File: src/design/asf_pkg.sv
// Package for the ALU status flag block: opcodes, flag positions, modes
package asf_pkg;
  localparam int ASF_W = 8;
  localparam int ASF_NIB = 4;
  // Flag bit positions within the status register
  localparam int ASF_C_BIT = 0;
  localparam int ASF_DC_BIT = 1;
  localparam int ASF_Z_BIT = 2;
  localparam int ASF_OV_BIT = 3;
  localparam int ASF_N_BIT = 4;
  localparam int ASF_MSB = 7;
  localparam logic [7:0] ASF_IMPL_MASK = 8'h1f;
  localparam logic [7:0] ASF_ZERO = 8'h00;
  localparam logic [7:0] ASF_ONE = 8'h01;
  // Status register address in data memory, arbitrary default
  localparam logic [11:0] ASF_STATUS_ADDR = 12'hfd8;

  typedef enum logic [3:0] {
    ASF_OP_NONE,
    ASF_OP_ADD_ACC_FILE,
    ASF_OP_ADD_LITERAL,
    ASF_OP_SUB_FROM_LITERAL,
    ASF_OP_SUB_ACC_FROM_FILE,
    ASF_OP_ROTATE_LEFT,
    ASF_OP_ROTATE_RIGHT,
    ASF_OP_CLEAR_FILE,
    ASF_OP_AND,
    ASF_OP_OR,
    ASF_OP_XOR,
    ASF_OP_BIT_CLEAR,
    ASF_OP_BIT_SET,
    ASF_OP_NIBBLE_SWAP,
    ASF_OP_MOVE
  } asf_op_t;

  typedef enum logic [2:0] {
    ASF_AM_INHERENT,
    ASF_AM_LITERAL,
    ASF_AM_DIRECT,
    ASF_AM_INDIRECT,
    ASF_AM_INDEXED
  } asf_amode_t;
endpackage

File: src/design/asf_alu_flags.sv
// ALU with arithmetic status flags and status-register write-back
`timescale 1ns/1ps
`default_nettype none
module asf_alu_flags (
  input wire logic i_core_clk,
  input wire logic i_rst_b,
  input wire logic i_ce,
  input wire logic i_valid,
  input wire asf_pkg::asf_op_t i_op,
  input wire asf_pkg::asf_amode_t i_amode,
  input wire logic i_extended_set_enable,
  input wire logic [7:0] i_acc,
  input wire logic [7:0] i_operand,
  input wire logic [11:0] i_dest_addr,
  input wire logic [2:0] i_bit_sel,
  input wire logic [7:0] i_rd_data,
  output logic [7:0] o_result,
  output logic o_result_we,
  output logic [11:0] o_result_addr,
  output logic [7:0] o_alu_flags,
  output logic o_amode_err
);
  logic [7:0] alu_flags_reg;
  logic [7:0] result_reg;
  logic result_we_reg;
  logic [11:0] result_addr_reg;
  logic amode_err_reg;

  logic [7:0] res_next;
  logic [7:0] flags_next;
  logic [7:0] opa;
  logic [7:0] opb;
  logic cin;
  logic [8:0] sum9;
  logic [4:0] sum5;
  logic arith;
  logic logic_op;
  logic rot;
  logic flag_op;
  logic shifted_out;
  logic amode_ok;
  logic to_status;
  logic [7:0] cur_status;

  // Rotate carry-in and flag base read the live register, upper bits zero
  assign cur_status = alu_flags_reg & asf_pkg::ASF_IMPL_MASK;
  assign to_status = (i_dest_addr == asf_pkg::ASF_STATUS_ADDR);

  // Indexed mode is illegal while the extended set is off
  always_comb begin
    unique case (i_amode)
      asf_pkg::ASF_AM_INHERENT, asf_pkg::ASF_AM_LITERAL,
      asf_pkg::ASF_AM_DIRECT, asf_pkg::ASF_AM_INDIRECT: amode_ok = 1'b1;
      asf_pkg::ASF_AM_INDEXED: amode_ok = i_extended_set_enable;
      default: amode_ok = 1'b0;
    endcase
  end

  // Subtraction as add of complement with carry-in one
  always_comb begin
    opa = i_operand;
    opb = i_acc;
    cin = 1'b0;
    unique case (i_op)
      asf_pkg::ASF_OP_SUB_FROM_LITERAL: begin
        opa = i_operand;
        opb = ~i_acc;
        cin = 1'b1;
      end
      asf_pkg::ASF_OP_SUB_ACC_FROM_FILE: begin
        opa = i_operand;
        opb = ~i_acc;
        cin = 1'b1;
      end
      default: begin
        opa = i_operand;
        opb = i_acc;
        cin = 1'b0;
      end
    endcase
  end

  assign sum9 = {1'b0, opa} + {1'b0, opb} + {8'h00, cin};
  assign sum5 = {1'b0, opa[asf_pkg::ASF_NIB-1:0]} + {1'b0, opb[asf_pkg::ASF_NIB-1:0]} + {4'h0, cin};

  // Op class decode: which flags an op may touch
  always_comb begin
    arith = 1'b0;
    logic_op = 1'b0;
    rot = 1'b0;
    unique case (i_op)
      asf_pkg::ASF_OP_ADD_ACC_FILE, asf_pkg::ASF_OP_ADD_LITERAL,
      asf_pkg::ASF_OP_SUB_FROM_LITERAL, asf_pkg::ASF_OP_SUB_ACC_FROM_FILE:
        arith = 1'b1;
      asf_pkg::ASF_OP_AND, asf_pkg::ASF_OP_OR, asf_pkg::ASF_OP_XOR,
      asf_pkg::ASF_OP_CLEAR_FILE:
        logic_op = 1'b1;
      asf_pkg::ASF_OP_ROTATE_LEFT, asf_pkg::ASF_OP_ROTATE_RIGHT:
        rot = 1'b1;
      default: begin
        arith = 1'b0;
        logic_op = 1'b0;
        rot = 1'b0;
      end
    endcase
  end

  // Any flag-changing op; into status these discard the data
  assign flag_op = arith || logic_op || rot;
  assign shifted_out = (i_op == asf_pkg::ASF_OP_ROTATE_LEFT) ?
                       i_operand[asf_pkg::ASF_MSB] : i_operand[asf_pkg::ASF_C_BIT];

  // Result datapath
  always_comb begin
    res_next = i_operand;
    unique case (i_op)
      asf_pkg::ASF_OP_ADD_ACC_FILE, asf_pkg::ASF_OP_ADD_LITERAL,
      asf_pkg::ASF_OP_SUB_FROM_LITERAL, asf_pkg::ASF_OP_SUB_ACC_FROM_FILE:
        res_next = sum9[7:0];
      asf_pkg::ASF_OP_ROTATE_LEFT:
        res_next = {i_operand[6:0], cur_status[asf_pkg::ASF_C_BIT]};
      asf_pkg::ASF_OP_ROTATE_RIGHT:
        res_next = {cur_status[asf_pkg::ASF_C_BIT], i_operand[7:1]};
      asf_pkg::ASF_OP_CLEAR_FILE: res_next = asf_pkg::ASF_ZERO;
      asf_pkg::ASF_OP_AND: res_next = i_operand & i_acc;
      asf_pkg::ASF_OP_OR: res_next = i_operand | i_acc;
      asf_pkg::ASF_OP_XOR: res_next = i_operand ^ i_acc;
      asf_pkg::ASF_OP_BIT_CLEAR:
        res_next = i_operand & ~(asf_pkg::ASF_ONE << i_bit_sel);
      asf_pkg::ASF_OP_BIT_SET:
        res_next = i_operand | (asf_pkg::ASF_ONE << i_bit_sel);
      asf_pkg::ASF_OP_NIBBLE_SWAP: res_next = {i_operand[3:0], i_operand[7:4]};
      asf_pkg::ASF_OP_MOVE: res_next = i_operand;
      default: res_next = i_operand;
    endcase
  end

  // Flag derivation; non-flag ops into files other than status leave it as it stands
  always_comb begin
    flags_next = cur_status;
    if (flag_op) begin
      flags_next[asf_pkg::ASF_N_BIT] = res_next[asf_pkg::ASF_MSB];
      flags_next[asf_pkg::ASF_Z_BIT] = (res_next == asf_pkg::ASF_ZERO);
    end
    if (arith) begin
      flags_next[asf_pkg::ASF_OV_BIT] =
        (opa[asf_pkg::ASF_MSB] == opb[asf_pkg::ASF_MSB]) &&
        (sum9[asf_pkg::ASF_MSB] != opa[asf_pkg::ASF_MSB]);
      flags_next[asf_pkg::ASF_DC_BIT] = sum5[asf_pkg::ASF_NIB];
      flags_next[asf_pkg::ASF_C_BIT] = sum9[asf_pkg::ASF_W];
    end else if (logic_op) begin
      flags_next[asf_pkg::ASF_OV_BIT] = 1'b0;
    end
    if (rot) begin
      flags_next[asf_pkg::ASF_C_BIT] = shifted_out;
    end
    // Clear of any file changes Z alone: N stays unchanged too
    if (i_op == asf_pkg::ASF_OP_CLEAR_FILE) begin
      flags_next = cur_status;
      flags_next[asf_pkg::ASF_Z_BIT] = 1'b1;
    end
    flags_next = flags_next & asf_pkg::ASF_IMPL_MASK;
  end

  // Status register; flag ops into status win over the data write
  always_ff @(posedge i_core_clk) begin
    if (!i_rst_b) begin
      alu_flags_reg <= asf_pkg::ASF_ZERO;
    end else if (i_ce && i_valid && amode_ok) begin
      if (to_status && !flag_op) begin
        alu_flags_reg <= res_next & asf_pkg::ASF_IMPL_MASK;
      end else begin
        alu_flags_reg <= flags_next;
      end
    end
  end

  // Write-back port; suppressed whenever status is the target, for any op
  always_ff @(posedge i_core_clk) begin
    if (!i_rst_b) begin
      result_reg <= asf_pkg::ASF_ZERO;
      result_we_reg <= 1'b0;
      result_addr_reg <= '0;
    end else if (i_ce) begin
      result_reg <= res_next;
      result_addr_reg <= i_dest_addr;
      result_we_reg <= i_valid && amode_ok && !to_status;
    end
  end

  always_ff @(posedge i_core_clk) begin
    if (!i_rst_b) begin
      amode_err_reg <= 1'b0;
    end else if (i_ce) begin
      amode_err_reg <= i_valid && !amode_ok;
    end
  end

  always_ff @(posedge i_core_clk) begin
    if (!i_rst_b) begin
      o_alu_flags <= asf_pkg::ASF_ZERO;
    end else if (i_ce) begin
      o_alu_flags <= alu_flags_reg & asf_pkg::ASF_IMPL_MASK;
    end
  end

  assign o_result = result_reg;
  assign o_result_we = result_we_reg;
  assign o_result_addr = result_addr_reg;
  assign o_amode_err = amode_err_reg;
endmodule
`default_nettype wire

File: config.mk
export PLATFORM = sky130hd
export DESIGN_NAME = asf_alu_flags
export DESIGN_NICKNAME = d
export VERILOG_FILES = /design/src/design/asf_pkg.sv /design/src/design/asf_alu_flags.sv
export SDC_FILE = /design/constraint.sdc
export NUM_CORES = 1
export LEC_CHECK = 0
export ABC_AREA = 1
export BUFFER_PORTS_ARGS = -buffer_cell sky130_fd_sc_hd__buf_2
export CAP_MARGIN = 20
export CORE_MARGIN = 4
export CORE_UTILIZATION = 50
export CTS_CLUSTER_SIZE = 16
export DETAILED_ROUTE_END_ITERATION = 8
export HOLD_SLACK_MARGIN = 0.12
export PLACE_DENSITY = 0.78
export SLEW_MARGIN = 0
export SYNTH_ARGS = -nofsm -noshare
export SYNTH_HDL_FRONTEND = slang
export SYNTH_SLANG_ARGS = --single-unit
File: constraint.sdc
create_clock -name i_core_clk -period 2.7 [get_ports i_core_clk]
set_input_delay 0.27 -clock i_core_clk [delete_from_list [all_inputs] [get_ports i_core_clk]]
set_output_delay 0.27 -clock i_core_clk [all_outputs]
set_load 0.02 [all_outputs]
---- Word level (Yosys, flattened, before mapping) ----
Cells that the tools add are included.
word-level totals
  bits of input ports ..................... 51
  bits in latches ......................... 0
  ROM bits ................................ 0
  memories kept ........................... 0
  flip-flop bits (word level) ............. 32
  output and inout port bits .............. 30
  memory bits (writable) .................. 0
operators by class
  reduce and logical (&&, ||, !) cells .... 29
  div/mod/pow operators ................... 0
  bitwise logic cells ..................... 7
  $lt $le $gt $ge ......................... 0
  mux-type cells .......................... 16
  shift-type cells ........................ 1
  $mul .................................... 0
  equal/unequal tests ..................... 21
  add/subtract/negate cells ............... 4
operators with widths
  operator                count
  $pmux W8 S10            1
  $eq A4 B4 Y1 const B    6
  $and A8 B8 Y8           2
  $eq A4 B3 Y1 const B    4
  $not A8 Y8              2
  $or A8 B8 Y8            2
  $eq A12 B12 Y1 const B  1
  $reduce_and A3 Y1       4
  $reduce_or A4 Y1        3
  $mux W1                 10
  $mux W5                 2
  $add A8 B8 Y9           1
  $add A9 B1 Y9           1
  $reduce_bool A3 Y1      3
  $eq A4 B2 Y1 const B    2
  $logic_not A8 Y1        1
  $mux W8                 1
  $shl A1 B3 Y8 const A   1
  $xor A8 B8 Y8           1
  $logic_and A1 B1 Y1     7
  $eq A3 B2 Y1 const B    2
  $add A4 B4 Y5           1
  $add A5 B1 Y5           1
  $eq A4 B1 Y1 const B    1
  13 further kinds        18

---- Longest topological paths before layout ----
Gate-level depths: netlist of run 1.
  depth after elaboration ................. 10
  gate-level depth with buffers ........... 18
  gate-level depth less buffers ........... 18

---- Worst setup path before layout of run 1 ----
No wires, ideal clock.
  path type ............................... input to register
  start ................................... input port i_op[0]
  end ..................................... register alu_flags_reg[2]
  stages on the path ...................... 16
  data arrival time ....................... 2.348 ns
  path slack .............................. 0.282 ns
  library setup time ...................... 0.070 ns
  required time ........................... 2.630 ns
  path through ............................ nand2_2 > inv_1 > nand2_1 > nand2_1 > xor2_1 > ha_1 > a21oi_1 > nand2_1 > nand3_1 > nand2_1 > or2_2 > nand3_1 > nand3_1 > nor2_1 > nand4_1 > a21oi_1
between the ends
  longest elaborated chain between the ends .. 10
  elaborated cells on any way between the ends .. 35
  classes of those cells .................. add/sub (2); eq/ne (13); mux (9); reduce/logical (11)
ends and longest elaborated chain
  element                                              line                                                            RTL
  start, declared                                      asf_alu_flags.sv:9                                              input wire asf_pkg::asf_op_t i_op,
  $eq A4 B2 Y1 / $eq A4 B3 Y1 (equally long branches)  asf_alu_flags.sv:64, asf_alu_flags.sv:91, asf_alu_flags.sv:116
  $reduce_or A2 Y1 (no source line)                    -
  $mux W8                                              -
  $add A8 B8 Y9                                        asf_alu_flags.sv:83                                             assign sum9 = {1'b0, opa} + {1'b0, opb} + {8'h00, cin};
  $add A9 B1 Y9                                        asf_alu_flags.sv:83
  $pmux W8 S10                                         asf_alu_flags.sv:116                                            unique case (i_op)
  $logic_not A8 Y1                                     asf_alu_flags.sv:143                                            flags_next[asf_pkg::ASF_Z_BIT] = (res_next == asf_pkg::ASF_ZERO);
  $mux W1                                              asf_alu_flags.sv:141                                            if (flag_op) begin
  $mux W5                                              asf_alu_flags.sv:158                                            if (i_op == asf_pkg::ASF_OP_CLEAR_FILE) begin
  $mux W5                                              asf_alu_flags.sv:170                                            if (to_status && !flag_op) begin
  end signal, assigned                                 asf_alu_flags.sv:168                                            alu_flags_reg <= asf_pkg::ASF_ZERO;
  end signal, assigned                                 asf_alu_flags.sv:171                                            alu_flags_reg <= res_next & asf_pkg::ASF_IMPL_MASK;
  end signal, assigned                                 asf_alu_flags.sv:173                                            alu_flags_reg <= flags_next;
  end, declared                                        asf_alu_flags.sv:23                                             logic [7:0] alu_flags_reg;
Several ways; a longest one is shown, not always the timed one. The select of a mux whose other input is x is not followed.
A chain may end at the register's enable or synchronous reset.

---- Worst setup path after layout of run 1 ----
  start ................................... input port i_op[2]
  end ..................................... register alu_flags_reg[2]
The elaborated chain is that of the path after synthesis.

==> impl_results.md, run 1 <==
- Dpl ws: slightly below 20 ps
- Post-synth top area cell: dfxtp_1
- Largest register FFs: 12
- Hold violation count in the final report: 0
- Crit path depth: 19
- Die Span Y: ~82 µm
- Critical path data arrival time: 2670 ps
- Crit path max-delay family: simple AND/OR/NAND/NOR gates
- Setup TNS: 0 ps
- Fin nets: ~600
- Fillers: roughly 530
- Final Max Tran Viols: 0
- Ys async rst share: 0
- Remaining DRCs: 0
- FF-to-FF setup slack: 1220 ps
- Fraction of layout cells with a size suffix above 1: 0.194
- CP endpoint kind: flip-flop
- Yosys cell types: 37
- Register area share after synthesis: 0.233
- Largest net degree at the start of global routing: 31
- Initial antenna violation count: 0
- Relative slew margins: 0.669
- Num ports: 81
- Average wire per standard cell: 13.3 µm
- Synth Flop Type: dfxtp_1
- Total Routing Usage GR: 0.258
- Area Growth Syn to Fin: 22.0%
- First-pass GRT wire length: between 10 and 15 mm
- Worst Hold Depth: 3
- Die X: 82.1 µm
- Max_cap viols: 0
- Worst-path clk slew: about 70 ps
- Hold Path Class: input pin to flip-flop
- DPL Wire Length: 6.67 mm
- Synth warn: 0
- Mean post-synth cell area: 5.81 µm²
- CP Class: input pin to flip-flop
- Crit-path most repeated cell: nand3_1
- Period utilization: 0.915
- RR Startpoint: alu_flags_reg[0]$_SDFFE_PN0P_
- Die area: 6740 µm²
- RSZ-0062 raised after global routing: no
- Post-route cell area: ~3300 µm²
- Initial Util: 0.528
- Tmin final: about 2500 ps
- Final setup fails: 0
- Peak Freq: 405 MHz
- Top cells by area, synth: dfxtp_1, nand2_1, nor2_1
- Crit path cell chain: buf_2 -> inv_2 -> nor2_2 -> nand2_2 -> buf_4 -> nand3_1 -> nand2_1 -> fa_1 -> inv_1 -> nand3_1 -> nand2_1 -> nand2_1 -> nand3_1 -> nand3_1 -> nor2_1 -> nand4_1 -> nor2_1 -> nand4_1 -> a21oi_1
- Hold Crit Endpoint: o_result_addr[8]$_SDFFE_PN0P_
- Routability Congestion: 0.967
- Clock skew: a little over 6 ps
- Vias in the first global route: roughly 2900
- Most frequent cells after synthesis: nand2_1, nor2_1, inv_1
- Standard-cell rows: 26
- Most frequent cell after synthesis: nand2_1
- Post-Route WL: ~8.3 mm
- Crit Path Max Fanout: 6
- Diode count: 0
- CTS Hold Buffers Added: 0
- Root Buffer: clkbuf_8
- Reg2reg path depth: 9
- Nature of the critical path startpoint: input pin
- Vias per Instance: 5.28
- Leakage: ~1.8 nW
- CP max stage cell: fa_1
- Min-delay src: i_dest_addr[8]
- Critical Path RT: roughly 2900 ps
- Antenna viol nets, final: 0
- Synth top area share: 0.233
- Pwr dens: around 450 nW/µm²
- R2R Path End: alu_flags_reg[2]$_SDFFE_PN0P_
- # H-tree levels: 2
- GRT overflow: 0
- Cell area after synthesis: approximately 2700 µm²
- Flops & latches, synth: 32
- Post-synth EDFFs: 0
- Sink Count: 32
- Via count: 3283
- Worst path bufs/invs: 4
- CTS tree: done
- Worst-Skew Late Latency: 280 ps
- Worst Tran Pin Value: between 400 and 500 ps
- Register area: 641 µm²
- Core area: 5200 µm²
- CP max stage delay: 360 ps
- Final WS setup: about 230 ps
- Initial DRC count: slightly below 300
- Num CTS Buffers: 5
- Instance area at placement: roughly 3200 µm²
- Port bufs: a little under 70
- Max VDD drop: 0.322 mV
- Drt first pass iters: 5
- Worst-case clock buffer depth: 2
- Status: complete, no violations
- Area of the multi-input gates: approximately 1900 µm²
- Cell count after synthesis: between 400 and 500
[routing by layer]
metal  vias up  GRT usage  routed length (µm)
met5         -          0                   0
met4         0     0.0399                  61
met3        10     0.0510                 816
met2       152      0.401                3600
met1      1434      0.377                3810
li1       1687          -                   -
[final cells by class]
type	count	area share
inverter	56	0.0628
clock inverter	1	0.00897
timing repair buffer	80	0.128
clock buffer	7	0.0288
multi-input combinational	376	0.554
sequential	32	0.191
tap	70	0.0261
[stage by stage]
stage                     std cells  power [W]  utilization  hold slack (ps)
after CTS                       622    0.00151        0.642              222
after floorplan                 475   0.000845            -              405
final                           622    0.00151        0.644              227
after detailed placement        614    0.00101        0.618              462
after global routing            622    0.00161        0.644              229
after global placement          614    0.00101        0.618              459
[how the worst max path moves through the flow]
stage | from | endpoint | slack (ps)
floorplan | i_op[0] | alu_flags_reg[2]$_SDFFE_PN0P_ | 280
global placement | i_op[1] | alu_flags_reg[2]$_SDFFE_PN0P_ | 60
detailed placement | i_op[2] | alu_flags_reg[2]$_SDFFE_PN0P_ | 20
CTS | i_op[2] | alu_flags_reg[2]$_SDFFE_PN0P_ | 210
global route | i_op[2] | alu_flags_reg[2]$_SDFFE_PN0P_ | 0.8
finish | i_op[2] | alu_flags_reg[2]$_SDFFE_PN0P_ | 230
[cells by family (layout without fill, tap and decap cells)]
family	after synthesis	in the layout	share of synthesized area
simple gates	268	268	0.410
fa+ha+maj	11	11	0.0528
compound gates	83	83	0.171
other cells	1	3	0.00137
flops	32	32	0.233
buf+inv	67	144	0.0957
xor+xnor	11	11	0.0351
[cell usage in the layout (no fill, tap or decap), drive strengths merged, types with 4 or more instances in the layout]
cell    count
nor3        4
buf        80
a21oi      25
dfxtp      32
nor2       89
xor2        9
o21ai      41
ha         10
clkbuf      7
nand3      42
o211ai      6
nand2     123
inv        55
[worst reg2reg max path, stage by stage, from the launching register on]
cell and delay, ps:
dfxtp_1 350, nand2_1 90, nand2_1 50, nor2_1 80, nand3_1 120, nor2_1 210, nand4_1 140, nor2_1 110
nand4_1 110, a21oi_1 150
[timing repair]
action | CTS | global route
hold endpoints to repair | 0 | 0
buffers inserted | 0 | 0
gates resized for setup | 0 | 2
setup endpoints to repair | 0 | 1
[report_power, final]
part,total (W),internal (W),switching (W)
Clock,0.000494,0.000325,0.000169
Sequential,0.000518,0.000504,0.0000139
Combinational,0.000496,0.000179,0.000317
Power figures use the tool's default switching activity.
==> run 2, diff against run 1 <==
--- a/config.mk
+++ b/config.mk
@@ -5,15 +5,14 @@
 export SDC_FILE = /design/constraint.sdc
 export NUM_CORES = 1
 export LEC_CHECK = 0
-export ABC_AREA = 1
 export BUFFER_PORTS_ARGS = -buffer_cell sky130_fd_sc_hd__buf_2
 export CAP_MARGIN = 20
 export CORE_MARGIN = 4
-export CORE_UTILIZATION = 50
+export CORE_UTILIZATION = 45
 export CTS_CLUSTER_SIZE = 16
 export DETAILED_ROUTE_END_ITERATION = 8
 export HOLD_SLACK_MARGIN = 0.12
-export PLACE_DENSITY = 0.78
+export PLACE_DENSITY = 0.7
 export SLEW_MARGIN = 0
 export SYNTH_ARGS = -nofsm -noshare
 export SYNTH_HDL_FRONTEND = slang
==> run 2 against run 1 <==
Effect of this change:
- the run now ends with negative setup slack left
- utilization down 1.9 points
- global-route usage fell by 1.7 points
- first-iteration DRC count grew 52%
- register-to-register slack worse by 690 ps
- setup slack got worse by 350 ps
- sequential cell count stayed put
- synthesized cell count is 21% lower
- non-clock buffer count rose by 50
- sequential share of layout area down 3.1 points
- synthesized area grew 8.0%
- power up 4.3%
==> impl_results.md, run 2 <==
- Most frequent cells after synthesis: nor2_1, dfxtp_1, a21oi_1, mux2i_1, nand2_1
- Comb power frac: 0.430
- Synth Flop Type: dfxtp_1
- Mean post-synth cell area: 7.91 µm²
- Sequential share of power: 0.326
- Pwr dens: 395 nW/µm²
- Average wire per standard cell: about 18 µm
- Core area: between 6000 and 7000 µm²
- Synth top area share: 0.216
- Die X: between 80 and 90 µm
- Critical path data arrival time: 3020 ps
- Worst-case clock buffer depth: 2
- Initial antenna violation count: 0
- Post-synth EDFFs: 0
- Num ports: just over 80
- CP max stage cell: or4_4
- Failing checks: negative setup slack
- Root Buffer: clkbuf_8
- Relative slew margins: 0.406
- DPL Wire Length: approximately 7.4 mm
- Instance area at placement: approximately 3700 µm²
- Largest register FFs: 12
- CP Class: input pin to flip-flop
- Crit Path Max Fanout: 4
- Drt first pass iters: 5
- Clock skew: around 0.94 ps
- Crit path cell chain: buf_6 -> nor4bb_4 -> nor2_4 -> xnor2_2 -> inv_1 -> fa_2 -> nand2b_4 -> a21oi_4 -> buf_4 -> xor2_1 -> a211oi_2 -> nand3_1 -> or4_4 -> o32ai_2
- CTS Hold Buffers Added: 0
- Peak Freq: 354 MHz
- Period utilization: 1.05
- Status: finished, violations left
- Final Max Tran Viols: 0
- CP endpoint kind: flip-flop
- Standard-cell rows: 29
- Remaining DRCs: 0
- Hold Path Class: input pin to flip-flop
- Fillers: approximately 570
- Worst Tran Pin Value: 890 ps
- Fin nets: 539
- Num CTS Buffers: 5
- Post-route cell area: 3990 µm²
- P_int: ~0.0010 W
- Most frequent cells in the layout: buf_2, buf_4, nor2_1
- Nature of the critical path startpoint: input pin
- Worst-Skew Late Latency: about 280 ps
- Flops & latches, synth: 32
- Vias in the first global route: approximately 3000
- Most common cell after layout, fill and taps aside: buf_2
- GRT overflow: 0
- Cell count after synthesis: ~380
- Total Routing Usage GR: 0.241
- Vias per Instance: roughly 6.0
- Die Span Y: ~90 µm
- Leakage: approximately 1.8 nW
- Hold violation count in the final report: 0
- Final core utilization: 0.624
- Switching Fraction: 0.356
- Post-synth top area cell: dfxtp_1
- Max VDD drop: around 0.41 mV
- Diode count: 0
- Synth warn: 0
- Via count: 3337
- Die area: 7950 µm²
- Critical Path RT: approximately 2900 ps
- Most frequent cell after synthesis: nor2_1
- # H-tree levels: 2
- Yosys cell types: between 60 and 70
- First-pass GRT wire length: roughly 15 mm
- Register area share after synthesis: 0.216
- Port bufs: 69
- Ys async rst share: 0
- Routability Congestion: around 0.96
- Switching power: approximately 0.00056 W
- Largest net degree at the start of global routing: 34
- Top cells by area, synth: dfxtp_1, mux2i_1, nor2_1
- Initial Util: 0.464
- Tmin final: roughly 2800 ps
- CP max stage delay: about 420 ps
- Clock Power Share: 0.244
- CTS tree: done
- Initial DRC count: ~440
- Worst-path clk slew: approximately 70 ps
- Post-Route WL: between 9 and 10 mm
- Area Growth Syn to Fin: 34.4%
- Dpl ws: -496 ps
- Final setup fails: 1
- Final WS setup: -125 ps
- RSZ-0062 raised after global routing: yes
- Sink Count: 32
- Cell area after synthesis: between 2000 and 3000 µm²
- Fraction of layout cells with a size suffix above 1: 0.349
- Max_cap viols: 0
- Antenna viol nets, final: 0
==> run 2: stage by stage <==
step,instances,power (W),setup TNS [ps],hold WS (ps)
after floorplan,377,0.000896,-281,408
after global placement,538,0.00111,-1250,456
after detailed placement,538,0.00112,-1920,462
after CTS,553,0.00154,-70.3,226
after global routing,555,0.00166,-444,244
final,555,0.00157,-125,229
==> run 2: final cells by class <==
type / count / area (µm²) / share of cell area
Multi-Input combinational cell: 298 / 2280 / 0.573
Timing Repair Buffer: 130 / 836 / 0.210
Sequential cell: 32 / 641 / 0.161
Tap cell: 77 / 96.3 / 0.0242
Clock buffer: 6 / 82.6 / 0.0207
Inverter: 10 / 37.5 / 0.00942
Clock inverter: 2 / 10.0 / 0.00251
==> run 2: routing by layer <==
metal	GRT usage	part of all wire	wire [µm]	vias up
li1	-	-	-	1606
met1	0.342	0.44	4350	1560
met2	0.372	0.46	4510	158
met3	0.0525	0.087	848	13
met4	0.0582	0.0096	94	0
met5	0	0	0	-
==> run 2: path summary, 6_finish.rpt <==
| kind | cells after the start | to | from | slack [ps] |
|---|---|---|---|---|
| min reg2reg | 2 | o_amode_err$_SDFFE_PN0P_ | o_amode_err$_SDFFE_PN0P_ | 470 |
| min | 3 | o_result_addr[1]$_SDFFE_PN0P_ | i_dest_addr[1] | 230 |
| max | 14 | alu_flags_reg[2]$_SDFFE_PN0P_ | i_op[2] | -120 |
| max reg2reg | 7 | alu_flags_reg[2]$_SDFFE_PN0P_ | alu_flags_reg[0]$_SDFFE_PN0P_ | 530 |
==> run 2: worst max-delay path, delay by kind of cell <==
kind	cells	cell delay [ps]
simple gates	5	1150
buf+inv	3	340
xor+xnor	2	270
compound gates	3	600
fa+ha+maj	1	400
==> run 2: repair_timing <==
item,4_1_cts,5_1_grt
resized for setup,7,21
endpoints found under the setup margin,2,6
pin swaps,10,9
gates cloned,0,0
setup buffers,7,3
==> run 2: kinds of logic after synthesis <==
| family | count (synthesis) | share of synthesized area |
|---|---|---|
| mux | 28 | 0.100 |
| simple gates | 134 | 0.250 |
| fa+ha+maj | 11 | 0.0489 |
| other cells | 1 | 0.00126 |
| buf+inv | 47 | 0.0738 |
| compound gates | 107 | 0.266 |
| flops | 32 | 0.216 |
| xor+xnor | 15 | 0.0443 |
==> run 2: power groups by stage <==
stage / Combinational, W / Clock (W) / Sequential, W
3_3_place_gp: 0.000592 / 0 / 0.000522
5_1_grt: 0.000731 / 0.000414 / 0.000515
6_report: 0.000677 / 0.000384 / 0.000513
4_1_cts: 0.000636 / 0.000392 / 0.000512
3_5_place_dp: 0.000600 / 0 / 0.000523
2_1_floorplan: 0.000344 / 0 / 0.000552
